File: config.mk
export PLATFORM = sky130hd
export DESIGN_NAME = tcci_top
export DESIGN_NICKNAME = d
export VERILOG_FILES = /design/src/include/tcci_pkg.sv /design/src/verilog/tcci_top.sv
export VERILOG_INCLUDE_DIRS = /design/src /design/src/include
export SDC_FILE = /design/constraint.sdc
export NUM_CORES = 1
export LEC_CHECK = 0
export ABC_AREA = 1
export CAP_MARGIN = 20
export CORE_AREA = 2 2 102 104
export DETAILED_ROUTE_END_ITERATION = 10
export DIE_AREA = 0 0 104 106
export DONT_BUFFER_PORTS = 1
export HOLD_SLACK_MARGIN = 0.08
export MAX_ROUTING_LAYER = met4
export PLACE_DENSITY = 0.68
export SLEW_MARGIN = 40
export SYNTH_ARGS = -nofsm -noshare
export SYNTH_HDL_FRONTEND = slang
export SYNTH_SLANG_ARGS = --single-unit
File: constraint.sdc
create_clock -name clk_i -period 3.6 [get_ports clk_i]
set_clock_uncertainty 0.05 [all_clocks]
set_input_delay 0.36 -clock clk_i [delete_from_list [all_inputs] [get_ports clk_i]]
set_output_delay 0.36 -clock clk_i [all_outputs]
set_load 0.01 [all_outputs]
File: src/include/tcci_defs.svh
// Register map, field positions, reset values and mode codes of the
// timer compare/capture/interrupt slice. Definitions only.
`ifndef TCCI_DEFS_SVH
`define TCCI_DEFS_SVH

// Data space addresses of the CPU data bus
`define TCCI_ADDR_W          8
`define TCCI_A_FLAGS         8'h36
`define TCCI_A_MASK          8'h6f
`define TCCI_A_CNT_LO        8'h84
`define TCCI_A_CNT_HI        8'h85
`define TCCI_A_CAP_LO        8'h86
`define TCCI_A_CAP_HI        8'h87
`define TCCI_A_CMPB_LO       8'h8a
`define TCCI_A_CMPB_HI       8'h8b
`define TCCI_A_CMPC_LO       8'h8c
`define TCCI_A_CMPC_HI       8'h8d

// Bit positions shared by the mask and flag registers
`define TCCI_B_CAPTURE       5
`define TCCI_B_MATCH_C       3
`define TCCI_B_MATCH_B       2
`define TCCI_B_MATCH_A       1
`define TCCI_B_OVERFLOW      0

// Reset values
`define TCCI_RST_BYTE        8'h00
`define TCCI_RST_WORD        16'h0000

// Waveform modes that take TOP from the capture register
`define TCCI_WGM_PFC_CAP     4'h8
`define TCCI_WGM_PC_CAP      4'ha
`define TCCI_WGM_FAST_CAP    4'he

`endif

File: src/include/tcci_pkg.sv
// Types of the timer compare/capture/interrupt slice.
// Assumes tcci_defs.svh is on the include path.
package tcci_pkg;

    // One bit per timer interrupt source
    typedef struct packed {
        logic capture;
        logic match_c;
        logic match_b;
        logic match_a;
        logic overflow;
    } tcci_irq_s;

    // CPU data bus request
    typedef struct packed {
        logic       wr;
        logic       rd;
        logic [7:0] addr;
        logic [7:0] wdata;
    } tcci_bus_s;

    // Per-channel waveform events towards the pin logic
    typedef struct packed {
        logic ev_b;
        logic ev_c;
    } tcci_wave_s;

    typedef logic [15:0] tcci_word_t;

endpackage

File: src/verilog/tcci_top.sv
// Compare B/C, capture and interrupt mask/flag registers of a 16-bit
// timer. Assumes the counter, prescaler, channel A and waveform pin logic
// sit outside; a CPU core drives the bus one access per clock.
`timescale 1ns/100ps
`include "tcci_defs.svh"

module tcci_top (
    // Clock and reset
    input  wire logic                clk_i,
    input  wire logic                sys_rst_i,
    // CPU data bus
    input  wire tcci_pkg::tcci_bus_s bus_i,
    output logic [7:0]               rdata_o,
    // Counter side
    input  wire logic                tick_i,
    input  wire tcci_pkg::tcci_word_t counter_value_i,
    input  wire logic [3:0]          waveform_mode_select_i,
    input  wire logic                match_a_i,
    input  wire logic                overflow_i,
    output logic                     counter_load_o,
    output tcci_pkg::tcci_word_t     counter_load_value_o,
    output tcci_pkg::tcci_word_t     top_value_o,
    output logic                     top_from_capture_o,
    // Capture sources, asynchronous
    input  wire logic                capture_input_pin_i,
    input  wire logic                comparator_i,
    input  wire logic                capture_sel_comparator_i,
    // Force strobes and waveform events
    input  wire logic                force_match_b_strobe_i,
    input  wire logic                force_match_c_strobe_i,
    output tcci_pkg::tcci_wave_s     wave_o,
    // Interrupts
    input  wire logic                global_irq_enable_i,
    input  wire tcci_pkg::tcci_irq_s vector_ack_i,
    output tcci_pkg::tcci_irq_s      irq_req_o
);

    // ====================================================================
    // Helpers
    function automatic logic [7:0] irq_to_byte(input tcci_pkg::tcci_irq_s v);
        logic [7:0] b;
        b = `TCCI_RST_BYTE;
        b[`TCCI_B_CAPTURE]  = v.capture;
        b[`TCCI_B_MATCH_C]  = v.match_c;
        b[`TCCI_B_MATCH_B]  = v.match_b;
        b[`TCCI_B_MATCH_A]  = v.match_a;
        b[`TCCI_B_OVERFLOW] = v.overflow;
        return b;
    endfunction

    function automatic tcci_pkg::tcci_irq_s byte_to_irq(input logic [7:0] b);
        tcci_pkg::tcci_irq_s v;
        v.capture  = b[`TCCI_B_CAPTURE];
        v.match_c  = b[`TCCI_B_MATCH_C];
        v.match_b  = b[`TCCI_B_MATCH_B];
        v.match_a  = b[`TCCI_B_MATCH_A];
        v.overflow = b[`TCCI_B_OVERFLOW];
        return v;
    endfunction

    function automatic logic is_wr(input tcci_pkg::tcci_bus_s b,
                                   input logic [7:0] a);
        return b.wr && (b.addr == a);
    endfunction

    function automatic logic is_rd(input tcci_pkg::tcci_bus_s b,
                                   input logic [7:0] a);
        return b.rd && (b.addr == a);
    endfunction

    // ====================================================================
    // Capture source synchronisers
    logic [2:0] pin_sync_ff;
    logic [2:0] cmp_sync_ff;
    logic [2:0] nxt_pin_sync;
    logic [2:0] nxt_cmp_sync;
    logic       cap_src_now;
    logic       cap_src_old;
    logic       capture_event;

    always_comb begin
        nxt_pin_sync = {pin_sync_ff[1:0], capture_input_pin_i};
        nxt_cmp_sync = {cmp_sync_ff[1:0], comparator_i};
    end

    always_ff @(posedge clk_i or posedge sys_rst_i) begin
        if (sys_rst_i) begin
            pin_sync_ff <= 3'h0;
            cmp_sync_ff <= 3'h0;
        end else begin
            pin_sync_ff <= nxt_pin_sync;
            cmp_sync_ff <= nxt_cmp_sync;
        end
    end

    // Stage 0 feeds only stage 1; the edge is taken between stages 1 and 2
    assign cap_src_now   = capture_sel_comparator_i ? cmp_sync_ff[1] : pin_sync_ff[1];
    assign cap_src_old   = capture_sel_comparator_i ? cmp_sync_ff[2] : pin_sync_ff[2];
    assign capture_event = cap_src_now && !cap_src_old;

    // ====================================================================
    // Registers
    logic [7:0]           temp_ff;
    tcci_pkg::tcci_word_t cmp_b_ff;
    tcci_pkg::tcci_word_t cmp_c_ff;
    tcci_pkg::tcci_word_t cap_ff;
    tcci_pkg::tcci_irq_s  mask_ff;
    tcci_pkg::tcci_irq_s  flag_ff;
    logic                 block_ff;
    logic [7:0]           rdata_ff;
    tcci_pkg::tcci_wave_s wave_ff;
    logic                 cnt_load_ff;
    tcci_pkg::tcci_word_t cnt_load_val_ff;

    logic [7:0]           nxt_temp;
    tcci_pkg::tcci_word_t nxt_cmp_b;
    tcci_pkg::tcci_word_t nxt_cmp_c;
    tcci_pkg::tcci_word_t nxt_cap;
    tcci_pkg::tcci_irq_s  nxt_mask;
    tcci_pkg::tcci_irq_s  nxt_flag;
    logic                 nxt_block;
    logic [7:0]           nxt_rdata;
    tcci_pkg::tcci_wave_s nxt_wave;
    logic                 nxt_cnt_load;
    tcci_pkg::tcci_word_t nxt_cnt_load_val;

    logic                 cap_is_top;
    logic                 match_b_now;
    logic                 match_c_now;
    logic                 top_hit;
    tcci_pkg::tcci_irq_s  set_ev;
    tcci_pkg::tcci_irq_s  w1c;

    always_comb begin
        cap_is_top = (waveform_mode_select_i == `TCCI_WGM_PFC_CAP)  ||
                     (waveform_mode_select_i == `TCCI_WGM_PC_CAP)   ||
                     (waveform_mode_select_i == `TCCI_WGM_FAST_CAP);
        // A counter write removes the match on the following timer tick
        match_b_now = tick_i && !block_ff && (counter_value_i == cmp_b_ff);
        match_c_now = tick_i && !block_ff && (counter_value_i == cmp_c_ff);
        top_hit     = tick_i && cap_is_top && (counter_value_i == cap_ff);
    end

    // ====================================================================
    // Flag sources; a set in the same cycle as a clear wins
    always_comb begin
        set_ev.capture  = cap_is_top ? top_hit : capture_event;
        set_ev.match_c  = match_c_now;
        set_ev.match_b  = match_b_now;
        set_ev.match_a  = match_a_i;
        set_ev.overflow = overflow_i;
        w1c = is_wr(bus_i, `TCCI_A_FLAGS) ? byte_to_irq(bus_i.wdata)
                                          : byte_to_irq(`TCCI_RST_BYTE);
        nxt_flag = (flag_ff & ~(w1c | vector_ack_i)) | set_ev;
        nxt_mask = is_wr(bus_i, `TCCI_A_MASK) ? byte_to_irq(bus_i.wdata) : mask_ff;
    end

    // ====================================================================
    // Word access through the shared high-byte latch
    always_comb begin
        nxt_temp         = temp_ff;
        nxt_cmp_b        = cmp_b_ff;
        nxt_cmp_c        = cmp_c_ff;
        nxt_cnt_load     = 1'b0;
        nxt_cnt_load_val = cnt_load_val_ff;
        nxt_block        = block_ff && !tick_i;
        // Every high-byte write except to the capture register lands in the one latch, whichever word it is for
        if (is_wr(bus_i, `TCCI_A_CMPB_HI) || is_wr(bus_i, `TCCI_A_CMPC_HI) ||
            is_wr(bus_i, `TCCI_A_CNT_HI)) begin
            nxt_temp = bus_i.wdata;
        end
        if (is_wr(bus_i, `TCCI_A_CMPB_LO)) begin
            nxt_cmp_b = {temp_ff, bus_i.wdata};
        end
        if (is_wr(bus_i, `TCCI_A_CMPC_LO)) begin
            nxt_cmp_c = {temp_ff, bus_i.wdata};
        end
        if (is_wr(bus_i, `TCCI_A_CNT_LO)) begin
            nxt_cnt_load     = 1'b1;
            nxt_cnt_load_val = {temp_ff, bus_i.wdata};
            nxt_block        = 1'b1;
        end
        // Capture and counter low-byte reads park the high byte so a later high read is coherent
        if (is_rd(bus_i, `TCCI_A_CAP_LO)) begin
            nxt_temp = cap_ff[15:8];
        end
        if (is_rd(bus_i, `TCCI_A_CNT_LO)) begin
            nxt_temp = counter_value_i[15:8];
        end
    end

    // ====================================================================
    // Capture register; frozen while it serves as TOP
    always_comb begin
        nxt_cap = cap_ff;
        if (capture_event && !cap_is_top) begin
            nxt_cap = counter_value_i;
        end
    end

    // ====================================================================
    // Read data and waveform events
    always_comb begin
        nxt_rdata = rdata_ff;
        if (bus_i.rd) begin
            unique case (bus_i.addr)
                `TCCI_A_FLAGS:   nxt_rdata = irq_to_byte(flag_ff);
                `TCCI_A_MASK:    nxt_rdata = irq_to_byte(mask_ff);
                `TCCI_A_CAP_LO:  nxt_rdata = cap_ff[7:0];
                `TCCI_A_CAP_HI:  nxt_rdata = temp_ff;
                `TCCI_A_CNT_LO:  nxt_rdata = counter_value_i[7:0];
                `TCCI_A_CNT_HI:  nxt_rdata = temp_ff;
                `TCCI_A_CMPB_LO: nxt_rdata = cmp_b_ff[7:0];
                `TCCI_A_CMPB_HI: nxt_rdata = cmp_b_ff[15:8];
                `TCCI_A_CMPC_LO: nxt_rdata = cmp_c_ff[7:0];
                `TCCI_A_CMPC_HI: nxt_rdata = cmp_c_ff[15:8];
                default:         nxt_rdata = `TCCI_RST_BYTE;
            endcase
        end
        // Forced strobes reach the pins only, never the flags
        nxt_wave.ev_b = match_b_now || force_match_b_strobe_i;
        nxt_wave.ev_c = match_c_now || force_match_c_strobe_i;
    end

    always_ff @(posedge clk_i or posedge sys_rst_i) begin
        if (sys_rst_i) begin
            temp_ff         <= `TCCI_RST_BYTE;
            cmp_b_ff        <= `TCCI_RST_WORD;
            cmp_c_ff        <= `TCCI_RST_WORD;
            cap_ff          <= `TCCI_RST_WORD;
            mask_ff         <= '0;
            flag_ff         <= '0;
            block_ff        <= 1'b0;
            rdata_ff        <= `TCCI_RST_BYTE;
            wave_ff         <= '0;
            cnt_load_ff     <= 1'b0;
            cnt_load_val_ff <= `TCCI_RST_WORD;
        end else begin
            temp_ff         <= nxt_temp;
            cmp_b_ff        <= nxt_cmp_b;
            cmp_c_ff        <= nxt_cmp_c;
            cap_ff          <= nxt_cap;
            mask_ff         <= nxt_mask;
            flag_ff         <= nxt_flag;
            block_ff        <= nxt_block;
            rdata_ff        <= nxt_rdata;
            wave_ff         <= nxt_wave;
            cnt_load_ff     <= nxt_cnt_load;
            cnt_load_val_ff <= nxt_cnt_load_val;
        end
    end

    // ====================================================================
    // Outputs
    assign rdata_o              = rdata_ff;
    assign wave_o               = wave_ff;
    assign counter_load_o       = cnt_load_ff;
    assign counter_load_value_o = cnt_load_val_ff;
    assign top_value_o          = cap_ff;
    assign top_from_capture_o   = cap_is_top;
    assign irq_req_o.capture  = global_irq_enable_i && mask_ff.capture  && flag_ff.capture;
    assign irq_req_o.match_c  = global_irq_enable_i && mask_ff.match_c  && flag_ff.match_c;
    assign irq_req_o.match_b  = global_irq_enable_i && mask_ff.match_b  && flag_ff.match_b;
    assign irq_req_o.match_a  = global_irq_enable_i && mask_ff.match_a  && flag_ff.match_a;
    assign irq_req_o.overflow = global_irq_enable_i && mask_ff.overflow && flag_ff.overflow;

    // ====================================================================
    // Assertions
    // Counter-write window kept apart from block_ff, so the check below
    // does not lean on the logic that it judges
    logic chk_cnt_wr_ff;
    logic nxt_chk_cnt_wr;

    always_comb begin
        nxt_chk_cnt_wr = is_wr(bus_i, `TCCI_A_CNT_LO) || (chk_cnt_wr_ff && !tick_i);
    end

    always_ff @(posedge clk_i or posedge sys_rst_i) begin
        if (sys_rst_i) begin
            chk_cnt_wr_ff <= 1'b0;
        end else begin
            chk_cnt_wr_ff <= nxt_chk_cnt_wr;
        end
    end
endmodule // tcci_top

==> metrics.txt <==
status finished, final reports clean; CTS tree yes; initial DRC count between 400 and 500; Avg Inst Size Synth around 7.5 sq um; Max Buffers Root-to-Sink 2; Max-slew headroom between 50 and 60%; Final min period 1790 ps; reg2reg setup slack between 2000 and 2500 ps; Final setup viols 0; Post-Place Cells between 800 and 900; core area 0.0100 sq mm; Clock Latency Late Sink about 380 ps; Ys Warns 0; Crit Path Category primary input to register; via count approximately 4900; Post-Layout Cell Count 879; Reg clk slew, reported paths about 100 ps; die area about 0.011 sq mm; Syn Inst Count 730; pin count of the biggest net entering global routing 66; Initial Utilization 55.0%; antenna violations before repair 0; max cap viols 0; vias per cell between 5 and 6; number of flops mapped to enable cells by yosys 0; postcts setup bufs 0; final wirelength 17300 microns; Pwr Density approximately 400 mW/mm^2; clk root buf clkbuf_8; total power ~2.4 mW; Critical Path Sink Type register; fin util between 50% and 60%; TNS Setup 0 ps; f_max between 0.5 and 0.6 GHz; Crit Path Max Fanout 44; Area contributors post-synth dfrtp_1 45%, nand2_1 15%, nand3_1 7.5%, o21ai_0 5.5%, inv_1 5.3%; clk sinks 100; RSZ-0062 raised after global routing no; Pre-antenna DRT Iters 5; drt wl/cell approximately 20 microns; std cell rows 37; Hold Path Class primary input to register; Die W 104 microns; VDD IR max between 0.2 and 0.3 mV; worst-path cell chain inv_1 > nand2_2 > nor2_8 > nand3_2 > o21ai_0; gr usage total roughly 33%; ys async rst share 100%; number of CTS-inserted buffers 9; Netlist cell types 32; Crit-path slowest cell nand3_2; final net count approximately 790; Register Area roughly 0.0025 sq mm; placer congestion estimate roughly 1; count leader, synth nand2_1; cell taking the most area after synthesis dfrtp_1; H-tree depth reported by CTS 3; Antenna Nets Post-Route 0; register area share after synthesis a little under half; Multi-input gate area about 0.0026 sq mm; LEAKAGE ~2.9 nW; # IOs between 100 and 150; Remaining Overflow, GRT 0; Main synth FF type dfrtp_1; post-synth net total approximately 800; layout cell share with drive strength beyond 1 under 10%; synthesized flop and latch total 100; Worst Tran Pin Value ~630 ps; Worst Setup Slack, final 1810 ps; Worst EP required between 3000 and 4000 ps; Die H approximately 110 microns; layout overhead on the synthesized area 7.84%; endpoints failing hold 0; Mapped Area approximately 0.0055 sq mm; first-pass GRT wire length approximately 27000 microns; commonest cells in the synthesized netlist 225 x nand2_1, 100 x dfrtp_1, 83 x nand3_1; Detailed Place HPWL about 13000 microns; Remaining DRCs 0; final slew viol count 0; post-synth top area share between 40 and 50%; diode count 0; Period Utilization, post-route a little under 50%; CP Launch Type primary input; vias in the first global route approximately 4700; slowest stage delay, CP roughly 640 ps; Fillers 952; dpl ws 1390 ps; PortBufs 0; crit path DAT about 2000 ps
==> worst paths after layout <==
check | from | cells after the start | to
min | counter_value_i[14] | 2 | top_value_o[14]
max reg2reg | cmp_c_ff[9] | 8 | wave_o[0]
min in group asynchronous | sys_rst_i | 2 | cmp_c_ff[13]
max in group asynchronous | sys_rst_i | 3 | mask_ff[3]
min reg2reg | cmp_sync_ff[0] | 0 | cmp_sync_ff[1]
max | bus_i[12] | 5 | counter_load_value_o[15]
==> where the power goes <==
part	internal [mW]	switching (mW)	total (mW)
logic	0.115	0.195	0.310
clock network	0.322	0.404	0.726
registers	1.21	0.138	1.35
==> per-stage QoR <==
step	cell area [sq um]	hold WS (ps)
final	5940	92.3
after global routing	5940	108
after CTS	5930	86.9
after detailed placement	5560	286
after global placement	5560	283
after floorplan	5500	281
==> kinds of logic (layout without fill, tap and decap cells) <==
| kind of cell | Yosys count | after routing | synth area share, % |
|---|---|---|---|
| XOR/XNOR | 16 | 16 | 2.55 |
| buffers and inverters | 107 | 120 | 8.21 |
| flip-flops | 100 | 100 | 45.5 |
| AND/OR/NAND/NOR | 400 | 400 | 33.2 |
| AO/OA/AOI/OAI | 107 | 107 | 10.6 |
==> final cells by class <==
| class | instances | share of cell area (%) |
|---|---|---|
| Timing Repair Buffer | 21 | 3.41 |
| Inverter | 84 | 5.40 |
| Tap cell | 136 | 2.87 |
| Clock buffer | 10 | 2.15 |
| Clock inverter | 5 | 1.01 |
| Sequential cell | 100 | 42.2 |
| Multi-Input combinational cell | 523 | 43.0 |
==> what timing repair did <==
action,in CTS,in global routing
gates resized for setup,0,0
hold endpoints to repair,87,0
hold buffers,18,0
==> flip-flops by register name (all words and copies together), names as in the netlist <==
signal / flops
mask_ff: 5
top_value_o: 16
rdata_o: 8
counter_load_o: 1
flag_ff: 5
wave_o: 2
pin_sync_ff: 3
cmp_c_ff: 16
counter_load_value_o: 16
cmp_sync_ff: 3
temp_ff: 8
block_ff: 1
cmp_b_ff: 16
==> per-layer routing <==
layer	vias to the layer above	track usage, %	routed length [microns]	part of all wire (%)
met5	-	-	0	0
met4	0	11.6	488	2.8
met3	29	6.13	1480	8.6
met2	234	48.5	7480	43
met1	2291	46.3	7840	45
li1	2376	-	-	-
==> critical path: cells and delay by family <==
kind / cells / cell delay (ps)
and+or+nand+nor: 3 / 1190
AOI/OAI and AO/OA: 1 / 390
buffers and inverters: 1 / 60
==> placed cells by master (no fill, tap or decap), types with 10 or more instances in the layout <==
master           n
dfrtp_1        100
nand4_1         14
o22ai_1         13
o21a_1          11
o21ai_1         11
xnor2_1         10
o21ai_0         61
nand3_1         83
nor2_1          43
nand2_1        224
dlygate4sd3_1   18
inv_1           77
(Power assumes the default switching activity.)
